### src/verilog/sshl_defines.svh
`ifndef SSHL_DEFINES_SVH
`define SSHL_DEFINES_SVH

`define SSHL_WORD_BITS 32
`define SSHL_BIT_W 5
`define SSHL_LAST_BIT 5'h1f
`define SSHL_PAY_W 8
`define SSHL_WCNT_W 9
`define SSHL_DIV_W 8
`define SSHL_LAT_W 3
`define SSHL_HDR_WORDS 9'h001
`define SSHL_MISO_LAT 3'h5
`define SSHL_CLK_HZ 20000000
`define SSHL_SCLK_MAX_HZ 20000000
`define SSHL_DIV_HALF_MIN \
  ((`SSHL_CLK_HZ + 2 * `SSHL_SCLK_MAX_HZ - 1) / (2 * `SSHL_SCLK_MAX_HZ))
`define SSHL_DIV_HALF_SAFE 3
`define SSHL_DIV_HALF_DEF 8'h04

`endif

### src/verilog/sshl_pkg.sv
`include "sshl_defines.svh"

package sshl_pkg;

  typedef enum logic [2:0]
  {
    SSHL_IDLE = 3'h0,
    SSHL_WAIT = 3'h1,
    SSHL_RUN = 3'h3,
    SSHL_TAIL = 3'h2,
    SSHL_GAP = 3'h6
  } sshl_state_e;

  typedef struct packed
  {
    sshl_state_e st;
    logic [2:0] srdy_sy;
    logic srdy_f;
    logic srdy_prev;
    logic [2:0] miso_sy;
    logic miso_f;
    logic [`SSHL_DIV_W-1:0] div;
    logic sclk;
    logic mosi;
    logic mrdy;
    logic keep;
    logic [`SSHL_WORD_BITS-1:0] tx_sh;
    logic [`SSHL_BIT_W-1:0] tx_bit;
    logic [`SSHL_BIT_W-1:0] fall_bit;
    logic [`SSHL_WCNT_W-1:0] fall_word;
    logic [`SSHL_WCNT_W-1:0] total;
    logic [`SSHL_LAT_W-1:0] cap;
    logic [`SSHL_WORD_BITS-1:0] rx_sh;
    logic [`SSHL_BIT_W-1:0] rx_bit;
    logic [`SSHL_WCNT_W-1:0] rx_words;
    logic [`SSHL_WORD_BITS-1:0] rx_word;
    logic rx_valid;
    logic done;
    logic wake;
  } sshl_state_s;

endpackage

### src/verilog/sshl_master.sv
`timescale 1ns/1ns
`include "sshl_defines.svh"

module sshl_master
#(
  parameter logic [`SSHL_DIV_W-1:0] DIV_HALF = `SSHL_DIV_HALF_DEF
)
(
  input wire logic clk,
  input wire logic rst,
  input wire logic ce,
  input wire logic start,
  input wire logic [`SSHL_PAY_W-1:0] pay_words,
  input wire logic keep_ready,
  input wire logic [`SSHL_WORD_BITS-1:0] tx_word,
  output logic tx_take,
  output logic [`SSHL_WORD_BITS-1:0] rx_word,
  output logic rx_valid,
  output logic frame_done,
  output logic busy,
  output logic slave_pending,
  output logic slave_wake,
  output logic sclk,
  output logic mosi,
  input wire logic miso,
  output logic master_ready,
  input wire logic slave_ready
);

  localparam logic [`SSHL_WCNT_W-1:0] ONE_W = `SSHL_WCNT_W'(1);

  sshl_pkg::sshl_state_s state_r;
  sshl_pkg::sshl_state_s state_nxt;

  logic wrap;
  logic rise;
  logic fall;

  // Glitch filter behind a three-stage synchroniser
  function automatic logic filt(input logic [2:0] sy, input logic f);
    filt = (sy[1] == sy[2]) ? sy[2] : f;
  endfunction

  function automatic logic last_fall(input logic [`SSHL_WCNT_W-1:0] word,
                                     input logic [`SSHL_BIT_W-1:0] bit_i,
                                     input logic [`SSHL_WCNT_W-1:0] total);
    last_fall = (word == total - ONE_W) && (bit_i == `SSHL_LAST_BIT);
  endfunction

  assign wrap = (state_r.div == DIV_HALF - `SSHL_DIV_W'(1));
  assign rise = (state_r.st == sshl_pkg::SSHL_RUN) && wrap && !state_r.sclk;
  assign fall = (state_r.st == sshl_pkg::SSHL_RUN) && wrap && state_r.sclk;

  always_comb
  begin
    state_nxt = state_r;
    state_nxt.srdy_sy = {state_r.srdy_sy[1:0], slave_ready};
    state_nxt.srdy_f = filt(state_r.srdy_sy, state_r.srdy_f);
    state_nxt.srdy_prev = state_r.srdy_f;
    state_nxt.miso_sy = {state_r.miso_sy[1:0], miso};
    state_nxt.miso_f = filt(state_r.miso_sy, state_r.miso_f);
    // Rising slave ready while idle is the device's wake request
    state_nxt.wake = state_r.srdy_f && !state_r.srdy_prev
                     && (state_r.st == sshl_pkg::SSHL_IDLE);
    state_nxt.rx_valid = 1'b0;
    state_nxt.done = 1'b0;

    // Miso is read late by the synchroniser depth; slave holds it a full period
    if (state_r.cap != `SSHL_LAT_W'(0))
    begin
      state_nxt.cap = state_r.cap - `SSHL_LAT_W'(1);
      if (state_r.cap == `SSHL_LAT_W'(1))
      begin
        state_nxt.rx_sh = {state_r.rx_sh[`SSHL_WORD_BITS-2:0], state_r.miso_f};
        state_nxt.rx_bit = state_r.rx_bit + `SSHL_BIT_W'(1);
        if (state_r.rx_bit == `SSHL_LAST_BIT)
        begin
          state_nxt.rx_word = {state_r.rx_sh[`SSHL_WORD_BITS-2:0], state_r.miso_f};
          state_nxt.rx_valid = 1'b1;
          state_nxt.rx_words = state_r.rx_words + ONE_W;
        end
      end
    end

    case (state_r.st)
      sshl_pkg::SSHL_IDLE:
      begin
        state_nxt.mosi = 1'b1;
        state_nxt.sclk = 1'b0;
        state_nxt.div = `SSHL_DIV_W'(0);
        if (start)
        begin
          // Raising master ready also wakes a sleeping device
          state_nxt.mrdy = 1'b1;
          state_nxt.keep = keep_ready;
          state_nxt.total = `SSHL_HDR_WORDS + `SSHL_WCNT_W'(pay_words);
          state_nxt.tx_bit = `SSHL_BIT_W'(0);
          state_nxt.fall_bit = `SSHL_BIT_W'(0);
          state_nxt.fall_word = `SSHL_WCNT_W'(0);
          state_nxt.rx_bit = `SSHL_BIT_W'(0);
          state_nxt.rx_words = `SSHL_WCNT_W'(0);
          state_nxt.cap = `SSHL_LAT_W'(0);
          state_nxt.st = sshl_pkg::SSHL_WAIT;
        end
        else if (!state_r.keep)
        begin
          state_nxt.mrdy = 1'b0;
        end
      end
      sshl_pkg::SSHL_WAIT:
      begin
        // No clock until the device has announced readiness
        if (state_r.srdy_f)
        begin
          state_nxt.st = sshl_pkg::SSHL_RUN;
          state_nxt.div = `SSHL_DIV_W'(0);
        end
      end
      sshl_pkg::SSHL_RUN:
      begin
        state_nxt.div = wrap ? `SSHL_DIV_W'(0) : state_r.div + `SSHL_DIV_W'(1);
        if (wrap)
        begin
          state_nxt.sclk = !state_r.sclk;
        end
        if (rise)
        begin
          if (state_r.tx_bit == `SSHL_BIT_W'(0))
          begin
            state_nxt.mosi = tx_word[`SSHL_WORD_BITS-1];
            state_nxt.tx_sh = {tx_word[`SSHL_WORD_BITS-2:0], 1'b1};
          end
          else
          begin
            state_nxt.mosi = state_r.tx_sh[`SSHL_WORD_BITS-1];
            state_nxt.tx_sh = {state_r.tx_sh[`SSHL_WORD_BITS-2:0], 1'b1};
          end
          state_nxt.tx_bit = state_r.tx_bit + `SSHL_BIT_W'(1);
        end
        if (fall)
        begin
          state_nxt.cap = `SSHL_MISO_LAT;
          state_nxt.fall_bit = state_r.fall_bit + `SSHL_BIT_W'(1);
          if (state_r.fall_bit == `SSHL_LAST_BIT)
          begin
            state_nxt.fall_word = state_r.fall_word + ONE_W;
          end
          if (last_fall(state_r.fall_word, state_r.fall_bit, state_r.total))
          begin
            state_nxt.st = sshl_pkg::SSHL_TAIL;
          end
        end
      end
      sshl_pkg::SSHL_TAIL:
      begin
        if (state_r.rx_words == state_r.total)
        begin
          state_nxt.mosi = 1'b1;
          state_nxt.mrdy = state_r.keep;
          state_nxt.done = 1'b1;
          state_nxt.st = sshl_pkg::SSHL_GAP;
        end
      end
      sshl_pkg::SSHL_GAP:
      begin
        // Slave ready must fall before a new frame; a quick reassertion is then seen
        if (!state_r.srdy_f)
        begin
          state_nxt.st = sshl_pkg::SSHL_IDLE;
        end
      end
      default:
      begin
        state_nxt.st = sshl_pkg::SSHL_IDLE;
      end
    endcase
  end

  always_ff @(posedge clk)
  begin
    if (rst)
    begin
      state_r <= '0;
      state_r.st <= sshl_pkg::SSHL_IDLE;
      state_r.mosi <= 1'b1;
    end
    else if (ce)
    begin
      state_r <= state_nxt;
    end
  end

  assign tx_take = ce && rise && (state_r.tx_bit == `SSHL_BIT_W'(0));
  assign rx_word = state_r.rx_word;
  assign rx_valid = state_r.rx_valid;
  assign frame_done = state_r.done;
  assign busy = (state_r.st != sshl_pkg::SSHL_IDLE);
  assign slave_pending = state_r.srdy_f;
  assign slave_wake = state_r.wake;
  assign sclk = state_r.sclk;
  assign mosi = state_r.mosi;
  assign master_ready = state_r.mrdy;

  // Helper: serial clock rising edges in the current frame
  logic [`SSHL_WCNT_W+`SSHL_BIT_W-1:0] rise_cnt_r;
  always_ff @(posedge clk)
  begin
    if (rst)
    begin
      rise_cnt_r <= '0;
    end
    else if (ce && start && !busy)
    begin
      rise_cnt_r <= '0;
    end
    else if (ce && rise)
    begin
      rise_cnt_r <= rise_cnt_r + (`SSHL_WCNT_W + `SSHL_BIT_W)'(1);
    end
  end

  chk_div_legal: assert property (@(posedge clk) disable iff (rst)
    DIV_HALF >= `SSHL_DIV_HALF_MIN && DIV_HALF >= `SSHL_DIV_HALF_SAFE)
    else $error("serial clock divider too small");

  chk_sclk_idle_low: assert property (@(posedge clk) disable iff (rst)
    state_r.st != sshl_pkg::SSHL_RUN |-> !sclk)
    else $error("serial clock not low outside a burst");

  chk_mosi_idle_high: assert property (@(posedge clk) disable iff (rst)
    (state_r.st == sshl_pkg::SSHL_IDLE || state_r.st == sshl_pkg::SSHL_GAP) |-> mosi)
    else $error("data line not idle high");

  chk_start_both_ready: assert property (@(posedge clk) disable iff (rst)
    $rose(state_r.st == sshl_pkg::SSHL_RUN) |-> master_ready && state_r.srdy_f)
    else $error("burst started without both ready lines");

  chk_clock_count: assert property (@(posedge clk) disable iff (rst)
    frame_done |-> rise_cnt_r == {state_r.total, 5'h00})
    else $error("wrong number of serial clocks");

  chk_rx_words: assert property (@(posedge clk) disable iff (rst)
    $rose(state_r.st == sshl_pkg::SSHL_GAP) |-> state_r.rx_words == state_r.total)
    else $error("received word count differs from sent");

  chk_mrdy_after: assert property (@(posedge clk) disable iff (rst)
    $rose(state_r.st == sshl_pkg::SSHL_GAP) |-> master_ready == state_r.keep)
    else $error("master ready wrong after burst");

  chk_gap_waits: assert property (@(posedge clk) disable iff (rst)
    ce && state_r.st == sshl_pkg::SSHL_GAP && state_r.srdy_f
    |=> state_r.st == sshl_pkg::SSHL_GAP)
    else $error("left gap before slave ready fell");

  chk_wake_event: assert property (@(posedge clk) disable iff (rst)
    ce && state_r.srdy_f && !state_r.srdy_prev && state_r.st == sshl_pkg::SSHL_IDLE
    |=> slave_wake)
    else $error("slave ready rise not flagged");

  chk_run_mrdy: assert property (@(posedge clk) disable iff (rst)
    state_r.st == sshl_pkg::SSHL_RUN |-> master_ready)
    else $error("clocking without master ready");

  cov_frame: cover property (@(posedge clk) disable iff (rst) frame_done);
  cov_keep: cover property (@(posedge clk) disable iff (rst) frame_done && state_r.keep);
  cov_wake: cover property (@(posedge clk) disable iff (rst) slave_wake);
  cov_freeze: cover property (@(posedge clk) disable iff (rst) !ce && start);
  cov_long: cover property (@(posedge clk) disable iff (rst) frame_done && state_r.total > 9'h008);

  // Helper: enabled cycles since the serial clock last changed
  logic [`SSHL_DIV_W-1:0] half_cnt_r;
  always_ff @(posedge clk)
  begin
    if (rst)
    begin
      half_cnt_r <= '0;
    end
    else if (ce && (state_r.st != sshl_pkg::SSHL_RUN || wrap))
    begin
      half_cnt_r <= '0;
    end
    else if (ce)
    begin
      half_cnt_r <= half_cnt_r + `SSHL_DIV_W'(1);
    end
  end

  // Half period never stretches beyond DIV_HALF enabled cycles
  chk_half_bound: assert property (@(posedge clk) disable iff (rst)
    state_r.st == sshl_pkg::SSHL_RUN |-> half_cnt_r < DIV_HALF)
    else $error("serial clock half period too long");

  chk_half_exact: assert property (@(posedge clk) disable iff (rst)
    ce && state_r.st == sshl_pkg::SSHL_RUN && wrap |-> half_cnt_r == DIV_HALF - `SSHL_DIV_W'(1))
    else $error("serial clock half period wrong");

  chk_freeze_state: assert property (@(posedge clk) disable iff (rst)
    !ce |=> $stable(state_r))
    else $error("state moved while clock enable low");

  chk_mrdy_idle_low: assert property (@(posedge clk) disable iff (rst)
    ce && state_r.st == sshl_pkg::SSHL_IDLE && !state_r.keep && !start |=> !master_ready)
    else $error("master ready not low while idle");

  chk_keep_holds: assert property (@(posedge clk) disable iff (rst)
    ce && state_r.st == sshl_pkg::SSHL_IDLE && state_r.keep && master_ready |=> master_ready)
    else $error("master ready dropped during multi-packet run");

  chk_mosi_hold: assert property (@(posedge clk) disable iff (rst)
    ce && state_r.st == sshl_pkg::SSHL_RUN && !rise |=> $stable(mosi))
    else $error("data line changed away from a rising edge");

  chk_take_msb: assert property (@(posedge clk) disable iff (rst)
    tx_take |=> mosi == $past(tx_word[`SSHL_WORD_BITS-1]))
    else $error("first bit is not the word's top bit");

  chk_wait_srdy: assert property (@(posedge clk) disable iff (rst)
    ce && state_r.st == sshl_pkg::SSHL_WAIT && !state_r.srdy_f
    |=> state_r.st == sshl_pkg::SSHL_WAIT)
    else $error("left wait without slave ready");

  chk_run_from_wait: assert property (@(posedge clk) disable iff (rst)
    $rose(state_r.st == sshl_pkg::SSHL_RUN) |-> $past(state_r.st) == sshl_pkg::SSHL_WAIT)
    else $error("burst entered from wrong state");

  chk_done_pulse: assert property (@(posedge clk) disable iff (rst)
    ce && frame_done |=> !frame_done)
    else $error("frame done longer than one cycle");

  chk_start_mrdy: assert property (@(posedge clk) disable iff (rst)
    ce && start && !busy |=> master_ready && busy)
    else $error("start did not raise master ready");

  chk_sclk_toggle: assert property (@(posedge clk) disable iff (rst)
    ce && state_r.st == sshl_pkg::SSHL_RUN && wrap |=> sclk != $past(sclk))
    else $error("serial clock did not toggle");

  chk_wake_idle: assert property (@(posedge clk) disable iff (rst)
    slave_wake |-> $past(state_r.st) == sshl_pkg::SSHL_IDLE)
    else $error("wake flagged outside idle");

  chk_done_busy: assert property (@(posedge clk) disable iff (rst)
    frame_done |-> busy)
    else $error("idle at frame end");

  chk_rx_in_frame: assert property (@(posedge clk) disable iff (rst)
    rx_valid |-> state_r.st == sshl_pkg::SSHL_RUN || state_r.st == sshl_pkg::SSHL_TAIL)
    else $error("word received outside a frame");

endmodule

### config.mk
export PLATFORM = sky130hd
export DESIGN_NAME = sshl_master
export DESIGN_NICKNAME = d
export VERILOG_FILES = /design/src/verilog/sshl_pkg.sv /design/src/verilog/sshl_master.sv
export VERILOG_INCLUDE_DIRS = /design/src /design/src/verilog
export SDC_FILE = /design/constraint.sdc
export NUM_CORES = 1
export LEC_CHECK = 0
export BUFFER_PORTS_ARGS = -buffer_cell sky130_fd_sc_hd__buf_2
export CAP_MARGIN = 20
export CORE_MARGIN = 4
export CORE_UTILIZATION = 40
export DETAILED_ROUTE_END_ITERATION = 16
export PLACE_DENSITY = 0.6
export SKIP_CTS_REPAIR_TIMING = 1
export SLEW_MARGIN = 20
export SYNTH_ARGS = -nofsm -noshare
export SYNTH_HDL_FRONTEND = slang
export SYNTH_SLANG_ARGS = --single-unit
### constraint.sdc
create_clock -name clk -period 2.6 [get_ports clk]
set_input_delay 0.13 -clock clk [delete_from_list [all_inputs] [get_ports clk]]
set_output_delay 0.13 -clock clk [all_outputs]
set_load 0.005 [all_outputs]
# After elaboration in Yosys (flattened, before gate mapping)
# Index checks and enable logic that the tools add are counted.
# totals
reg_bits	168
out_inout_bits	41
elab_cells	121
in_bits	47
# classes
n_reduce_logical	32
eq_ne	22
add_sub_neg	9
muxes	34
# op_table
operator	n
82-bit 2-to-1 mux	1
79-bit 2-to-1 mux	1
14-bit 2-to-1 mux	3
42-bit 2-to-1 mux	1
19-bit case mux with 2 select lines	1
32-bit 2-to-1 mux	1
31-bit 2-to-1 mux	1
8-bit case mux with 3 select lines	1
3-bit 2-to-1 mux	7
4-bit AND reduction	5
9-bit by 1-bit adder with 9-bit output, second input constant	2
9-bit == test	2
8-bit 2-to-1 mux	2
5-bit by 1-bit adder with 5-bit output, second input constant	3
3-bit case mux with 5 select lines	1
3-bit AND reduction	5
2-bit inequality test, second input constant	7
3-bit nonzero test	4
5-bit == test, second input constant	2
1-bit by 8-bit adder with 9-bit output, first input constant	1
9-bit 2-to-1 mux	1
9-bit by 1-bit subtractor with 9-bit output, second input constant	1
8-bit by 1-bit adder with 8-bit output, second input constant	1
8-bit by 2-bit == test with 1-bit output, second input constant	1
other kinds (21)	42

# Depth between registers and ports, before layout
# Gate-level depths: netlist of run 1.
# depth
depth_word	6
mapped_depth	9
mapped_depth_nobuf	8

# Worst setup path after synthesis of run 1
# Ideal clock, no wire load.
# synth_timing
path_type	register to register
start	register state_r[84] (netlist bit)
end	register state_r[165] (netlist bit)
path_buffers	1
synth_period_minus_slack_ns	2.460
t_required_ns	2.479
arrival_time_ns	2.339
setup_ns	0.121
path_slack_ns	0.140
stages_incl_launch_ff	10
path_cell_list	dfxtp_1 -> buf_2 -> inv_1 -> ha_1 -> o21ba_1 -> a221o_1 -> a2111o_1 -> a211oi_2 -> and3_4 -> mux2_4
# synth_between
elab_chain_len	5
word_cells_on_any_way	7
classes_between	add/sub: 1; eq/ne: 4; reduce/logical: 2
# synth_lines
item	line_no	source
from (decl)	sshl_master.sv:32	sshl_pkg::sshl_state_s state_r;
from (signal assigned)	sshl_master.sv:189	state_r <= state_nxt;
9-bit by 1-bit subtractor with 9-bit output	sshl_master.sv:47	last_fall = (word == total - ONE_W) && (bit_i == `SSHL_LAST_BIT);
9-bit == test	sshl_master.sv:47	
1-bit logical AND	sshl_master.sv:47	
2-bit by 1-bit inequality test with 1-bit output (no line)	n/a	
7-bit AND reduction (no line) (*)	n/a	
# Every way passes the cells marked *; elsewhere a longest branch is shown, timed or not.
# A chain may end at the register's enable or synchronous reset.

# Final worst setup path of run 1
# layout_timing
start	register state_r[166] (netlist bit)
end	output tx_take
# layout_between
elab_chain_len	5
# layout_lines
item	line_no	source
3-bit by 2-bit == test with 1-bit output	sshl_master.sv:51	assign rise = (state_r.st == sshl_pkg::SSHL_RUN) && wrap && !state_r.sclk;
1-bit logical AND (2 in series)	sshl_master.sv:51	
1-bit logical AND	n/a	
1-bit logical AND	sshl_master.sv:193	assign tx_take = ce && rise && (state_r.tx_bit == `SSHL_BIT_W'(0));
to (decl)	sshl_master.sv:16	output logic tx_take,
# No other way between the ends.

==> results of run 1 <==
## worst min-delay path: stages
cell     delay, ns
buf_2         0.12
nand4_1       0.07
a21oi_1       0.06
## where the power goes
part           internal, uW  leakage [uW]  total (uW)  switching (uW)
logic                   296       0.00183         653             356
clock network          1410      0.000281        2460            1050
registers              2600       0.00135        2660            61.0
total                  4310       0.00346        5780            1470
## cell usage in the layout (no fill, tap or decap), types with 2 or more instances in the layout
| cell type | instances |
|---|---|
| or2_2 | 2 |
| a21oi_1 | 87 |
| clkbuf_8 | 3 |
| clkinv_2 | 2 |
| nor2_1 | 101 |
| a221o_1 | 2 |
| nand4b_1 | 2 |
| o21ai_0 | 11 |
| clkinv_4 | 2 |
| xnor2_1 | 20 |
| clkbuf_16 | 17 |
| nand2_1 | 165 |
| buf_4 | 19 |
| nor4b_2 | 2 |
| mux2i_1 | 43 |
| xor2_1 | 40 |
| and2_1 | 2 |
| nand3_1 | 13 |
| clkinvlp_4 | 3 |
| and3_1 | 7 |
| a2111oi_0 | 3 |
| nor2b_1 | 4 |
| dfxtp_1 | 167 |
| ha_1 | 14 |
| inv_1 | 12 |
| nor3_1 | 6 |
| a211oi_2 | 2 |
| a311oi_1 | 3 |
| buf_12 | 3 |
| nor4_1 | 2 |
| nor3_2 | 2 |
| a211oi_1 | 39 |
| inv_6 | 3 |
| dlygate4sd3_1 | 4 |
| a21o_1 | 3 |
| nand4_1 | 15 |
| nand2b_1 | 5 |
| buf_2 | 86 |
## registers in the layout (all words and copies together), names as in the netlist
signal	count
slave_pending	1
slave_wake	1
state_nxt	4
state_r	124
master_ready	1
rx_word	32
rx_valid	1
frame_done	1
sclk	1
mosi	1
## layout make-up
| type | instances | area [um2] |
|---|---|---|
| clock buffer | 20 | 467 |
| clock inverter | 12 | 118 |
| fill | 1796 | 9620 |
| inverter | 13 | 48.8 |
| multi-input combinational | 620 | 3710 |
| sequential | 167 | 3340 |
| tap | 229 | 287 |
| timing repair buffer | 112 | 673 |
## synthesized netlist by cell type, drive strengths merged (12+ instances only)
master	count	area share [%]
nand2	165	8.2
buf	55	4.8
nand4	15	1.2
a211oi	41	4.2
nand3	13	0.86
ha	14	2.3
o21ai	12	0.80
a21oi	88	5.9
nor2	102	5.1
xnor2	20	2.3
xor2	40	4.6
dfxtp	167	44
clkbuf	36	1.8
inv	13	0.65
mux2i	43	5.7
## final timing paths
path / from / to / slack, ns / depth (start not counted)
min reg2reg: rx_word[9]$_SDFFE_PP0P_ / rx_word[9]$_SDFFE_PP0P_ / 0.45 / 2
max: state_r[166]$_SDFFE_PP0P_ / tx_take / 0.15 / 6
max reg2reg: state_r[84]$_SDFFE_PP0P_ / state_r[165]$_SDFFE_PP0P_ / 0.15 / 8
min: pay_words[6] / state_r[92]$_SDFFE_PP0P_ / 0.03 / 3
## routing by layer
layer	GRT usage, %	up-vias
li1	-	3070
met1	20.0	2722
met2	22.6	92
met3	4.95	11
met4	4.18	0
met5	0	-
## cells by family after synthesis
family                   Yosys count  share of synthesized area [%]
adder cells (fa/ha/maj)           14                           2.32
flip-flops                       167                           44.3
buffers and inverters            104                           7.19
AND/OR/NAND/NOR                  339                           19.7
XOR/XNOR                          60                           6.96
multiplexers                      45                           6.05
AO/OA/AOI/OAI                    162                           13.4
## stage by stage
step	area [um2]	utilization [%]	power, uW
2_1_floorplan	7550	-	3190
3_3_place_gp	7990	43.7	3360
3_5_place_dp	7990	43.7	3360
4_1_cts	8570	46.9	5850
5_1_grt	8650	47.3	6040
6_report	8650	47.3	5780
==> results.yml, run 1 <==
drt:
  wl_per_cell_um: 13.3
  drcViolationCount: 0
  dr_wl_met2_um: 7110
  routed_via_density: 5.03
  met1_length_um: 7610
  ant_nets: 0
  route.met3.wl_um: 775
  vias: 5895
  routed.top_layer: "met4"
  initialDrtViolationCount: 322
  routed_wl_um: 15600
  firstDrtPassIters: 6
yosys:
  synth_cells: 891
  ys_seq_area_share_pct: 44.3
  synth_cell_types: 58
  ys.flop_type: "dfxtp_1"
  syn-num-nets: 952
  synth.yosys.warnings: 0
  avgSynthCellArea_um2: 8.47
  synth_edf_count: 0
  syn_area_mm2: 0.00755
  async_flop_share_pct: 0
  ys_seq_elements: 167
clock_network:
  clk_latency_ns: 0.42
  cts.sinks: 167
  clk_pin_slew_worst_paths_ns: 0.06
  cts_tree: "done"
  root_buffer: "clkbuf_16"
  htreeDepth: 4
  cts.path.max_buffers: 2
  numCtsBuffers: 17
global_route:
  grt_usage_pct: 14.8
  grt_start_max_net_pins: 66
  grt-ovfl-total: 0
  grt_pass1_wl_um: 26500
  antenna_found_initial: 0
  grt_pass1_vias: 5436
setup_path:
  crit_path_max_incr_delay_ns: 0.54
  crit_path_max_fanout: 62
  start_kind: "flop"
  crit_family: "simple AND/OR/NAND/NOR gates"
  crit_slowest_cell: "dfxtp_1"
  crit_path_end_kind: "output pin"
  worst-setup-path-type: "reg2out"
  required_ns: 2.47
  crit_buf_inv: 2
  critical_path.cell_chain: "and3b_1 -> nand4b_1 -> nor2_4 -> buf_12 -> and2_1 -> buf_2"
  cp.arrival_ns: 2.32
sta:
  rsz0062_at_grt: "false"
  tns_ns: 0
  drv_slew: 0
  hold_viol_final: 0
  fmax_mhz: 409
  holdWs_ns: 0.0265
  period_needed_ns: 2.45
  finClkSkew_ns: 0.00932
  worst_pin_slew_ns: 0.524
  setup_viol: 0
  finalCritPeriodShare_pct: 94.0
  relSlewSlack_pct: 65.1
  setup_slack_ns: 0.155
die:
  rows: 49
  dieArea_mm2: 0.0211
  dieWidth_um: 145
  dieHeight_um: 145
  initial_core_util_pct: 41.3
  core_area_mm2: 0.0183
  boundaryPins: 88
finish:
  syn_to_final_growth_pct: 14.6
  final_cells: 1173
  diodes: 0
  drive_above_1_share_pct: 17.1
  final_nets: 992
run_status:
  status: "complete, no violations"
placed_design:
  hpwl_um: 10500
  gp_congestion: 0.775
  dp_slack_ns: 0.189
  place_inst: 1135
  io_buffers: 87
run:
  cap_violations: 0
power:
  p_per_area_mw_per_mm2: 668
  leakagePower_uw: 0.00346
  vdd_drop_max_mv: 0.437
worst_hold_path:
  hp-class: "in2reg"
No activity file was read; power rests on OpenSTA's default activity.
==> run 2: changes to the inputs <==
- clock period: 2.6 -> 2.1 ns (I/O delays scaled with it)
==> results.yml, run 2 (synthesized netlist as in run 1, its figures left out) <==
sta:
  drv_slew: 0
  tns_ns: -0.174
  hold_viol_final: 0
  setup_slack_ns: -0.156
  period_needed_ns: 2.26
  finClkSkew_ns: 0.00779
  finalCritPeriodShare_pct: 107
  rsz0062_at_grt: "true"
  setup_viol: 2
  worst_pin_slew_ns: 0.434
  fmax_mhz: 443
  holdWs_ns: 0.00276
  relSlewSlack_pct: 71.1
setup_path:
  crit_slowest_cell: "a2111o_1"
  reg2reg_from: "state_r[84]$_SDFFE_PP0P_"
  crit_path_max_fanout: 6
  start_kind: "flop"
  crit_path_end_kind: "flop"
  ff2ff_setup_slack_ns: -0.16
  reg2reg_to: "state_r[165]$_SDFFE_PP0P_"
  cp.arrival_ns: 2.57
  worst-setup-path-type: "reg2reg"
  crit_path_max_incr_delay_ns: 0.38
  reg2regPathDepth: 8
  critical_path.cell_chain: "inv_2 -> ha_4 -> o21ba_1 -> a221o_1 -> a2111o_1 -> a211oi_2 -> and3_4 -> mux2_4"
  crit_start: "state_r[84]$_SDFFE_PP0P_"
  required_ns: 2.41
  cp-endpoint: "state_r[165]$_SDFFE_PP0P_"
drt:
  ant_nets: 0
  firstDrtPassIters: 4
  vias: 6051
  initialDrtViolationCount: 205
  routed_wl_um: 16900
  wl_per_cell_um: 13.8
  drcViolationCount: 0
  routed_via_density: 4.96
finish:
  syn_to_final_growth_pct: 21.5
  largest_reg_flops: 124
  final_cell_mix: "165 x nand2_1, 162 x dfxtp_1, 101 x nor2_1"
  top_register: "state_r"
  fillCellCount: 1769
  final_common_cell: "nand2_1"
  final_nets: 1038
  fin_util_pct: 50.2
  final_cell_area_mm2: 0.00917
  drive_above_1_share_pct: 22.4
clock_network:
  clk_pin_slew_worst_paths_ns: 0.07
  cts.sinks: 167
  cts.path.max_buffers: 2
  root_buffer: "clkbuf_16"
  numCtsBuffers: 17
  htreeDepth: 4
  cts_tree: "done"
  clk_latency_ns: 0.42
placed_design:
  gp_congestion: 0.799
  hpwl_um: 11100
  placed_cell_area_mm2: 0.00831
  io_buffers: 87
die:
  core_area_mm2: 0.0183
  rows: 49
  boundaryPins: 88
  dieArea_mm2: 0.0211
  dieWidth_um: 145
  initial_core_util_pct: 41.3
  dieHeight_um: 145
run_status:
  status: "complete, but fails checks"
  violations: "setup timing"
global_route:
  grt_pass1_wl_um: 27200
  grt_start_max_net_pins: 66
  antenna_found_initial: 1
  grt-ovfl-total: 0
  grt_pass1_vias: 5622
  grt_usage_pct: 15.3
power:
  leakagePower_uw: 0.00374
  total_power_uw: 7520
  combPwrFrac_pct: 12.8
  vdd_drop_max_mv: 0.600
  p_sw_uw: 1930
  p_per_area_mw_per_mm2: 819
  p_clk_share_pct: 43.7
  p_int_uw: 5580
  seq_power_share_pct: 43.5
  p_sw_share_pct: 25.7
run:
  cap_violations: 0
worst_hold_path:
  hp-class: "in2reg"
[run 2: cell type report]
class	count	area (um2)	share of cell area (%)
Sequential cell	167	3350	36.5
Multi-Input combinational cell	620	3790	41.3
Inverter	13	48.8	0.532
Clock inverter	14	190	2.07
Timing Repair Buffer	158	1080	11.8
Antenna cell	1	2.50	0.0273
Tap cell	229	287	3.12
Clock buffer	18	429	4.68
[run 2: how the worst min path moves through the flow]
| stage | startpoint | to | slack, ns | cells after the start |
|---|---|---|---|---|
| 6_report | pay_words[6] | state_r[92]$_SDFFE_PP0P_ | 0.003 | 3 |
| 2_1_floorplan | pay_words[0] | state_r[84]$_SDFFE_PP0P_ | 0.19 | 1 |
| 3_5_place_dp | slave_ready | state_nxt[163]$_SDFFE_PP0P_ | 0.35 | 3 |
| 3_3_place_gp | slave_ready | state_nxt[163]$_SDFFE_PP0P_ | 0.34 | 3 |
| 5_1_grt | pay_words[6] | state_r[92]$_SDFFE_PP0P_ | 0.01 | 3 |
| 4_1_cts | slave_ready | state_nxt[163]$_SDFFE_PP0P_ | -0.09 | 3 |
[run 2: per-layer routing]
layer	part of all wire, %	routed length, um	track usage (%)	up-vias
met3	5.5	933	5.20	17
li1	-	-	-	3152
met1	47	7910	19.8	2784
met2	46	7840	24.2	96
met5	0.041	7	0	-
met4	1.1	193	4.56	2
[run 2: per-stage QoR]
stage                     cells  worst slack [ns]
after floorplan             891            -0.195
after global placement     1174            -0.169
after detailed placement   1174            -0.209
after CTS                  1206            -0.288
after global routing       1219            -0.229
final                      1220            -0.156
[run 2: worst max-delay path, delay by kind of cell (launching register included)]
family | cells | cell delay (ns)
flip-flops | 1 | 0.33
AO/OA/AOI/OAI | 4 | 1.09
buffers and inverters | 1 | 0.04
AND/OR/NAND/NOR | 1 | 0.22
adder cells (fa/ha/maj) | 1 | 0.17
multiplexers | 1 | 0.29
[run 2: power by group through the flow]
stage	registers, uW	logic, uW	clock network, uW
2_1_floorplan	3320	644	0
3_3_place_gp	3340	925	0
3_5_place_dp	3340	929	0
4_1_cts	3270	935	3360
5_1_grt	3280	1060	3480
6_report	3270	960	3280
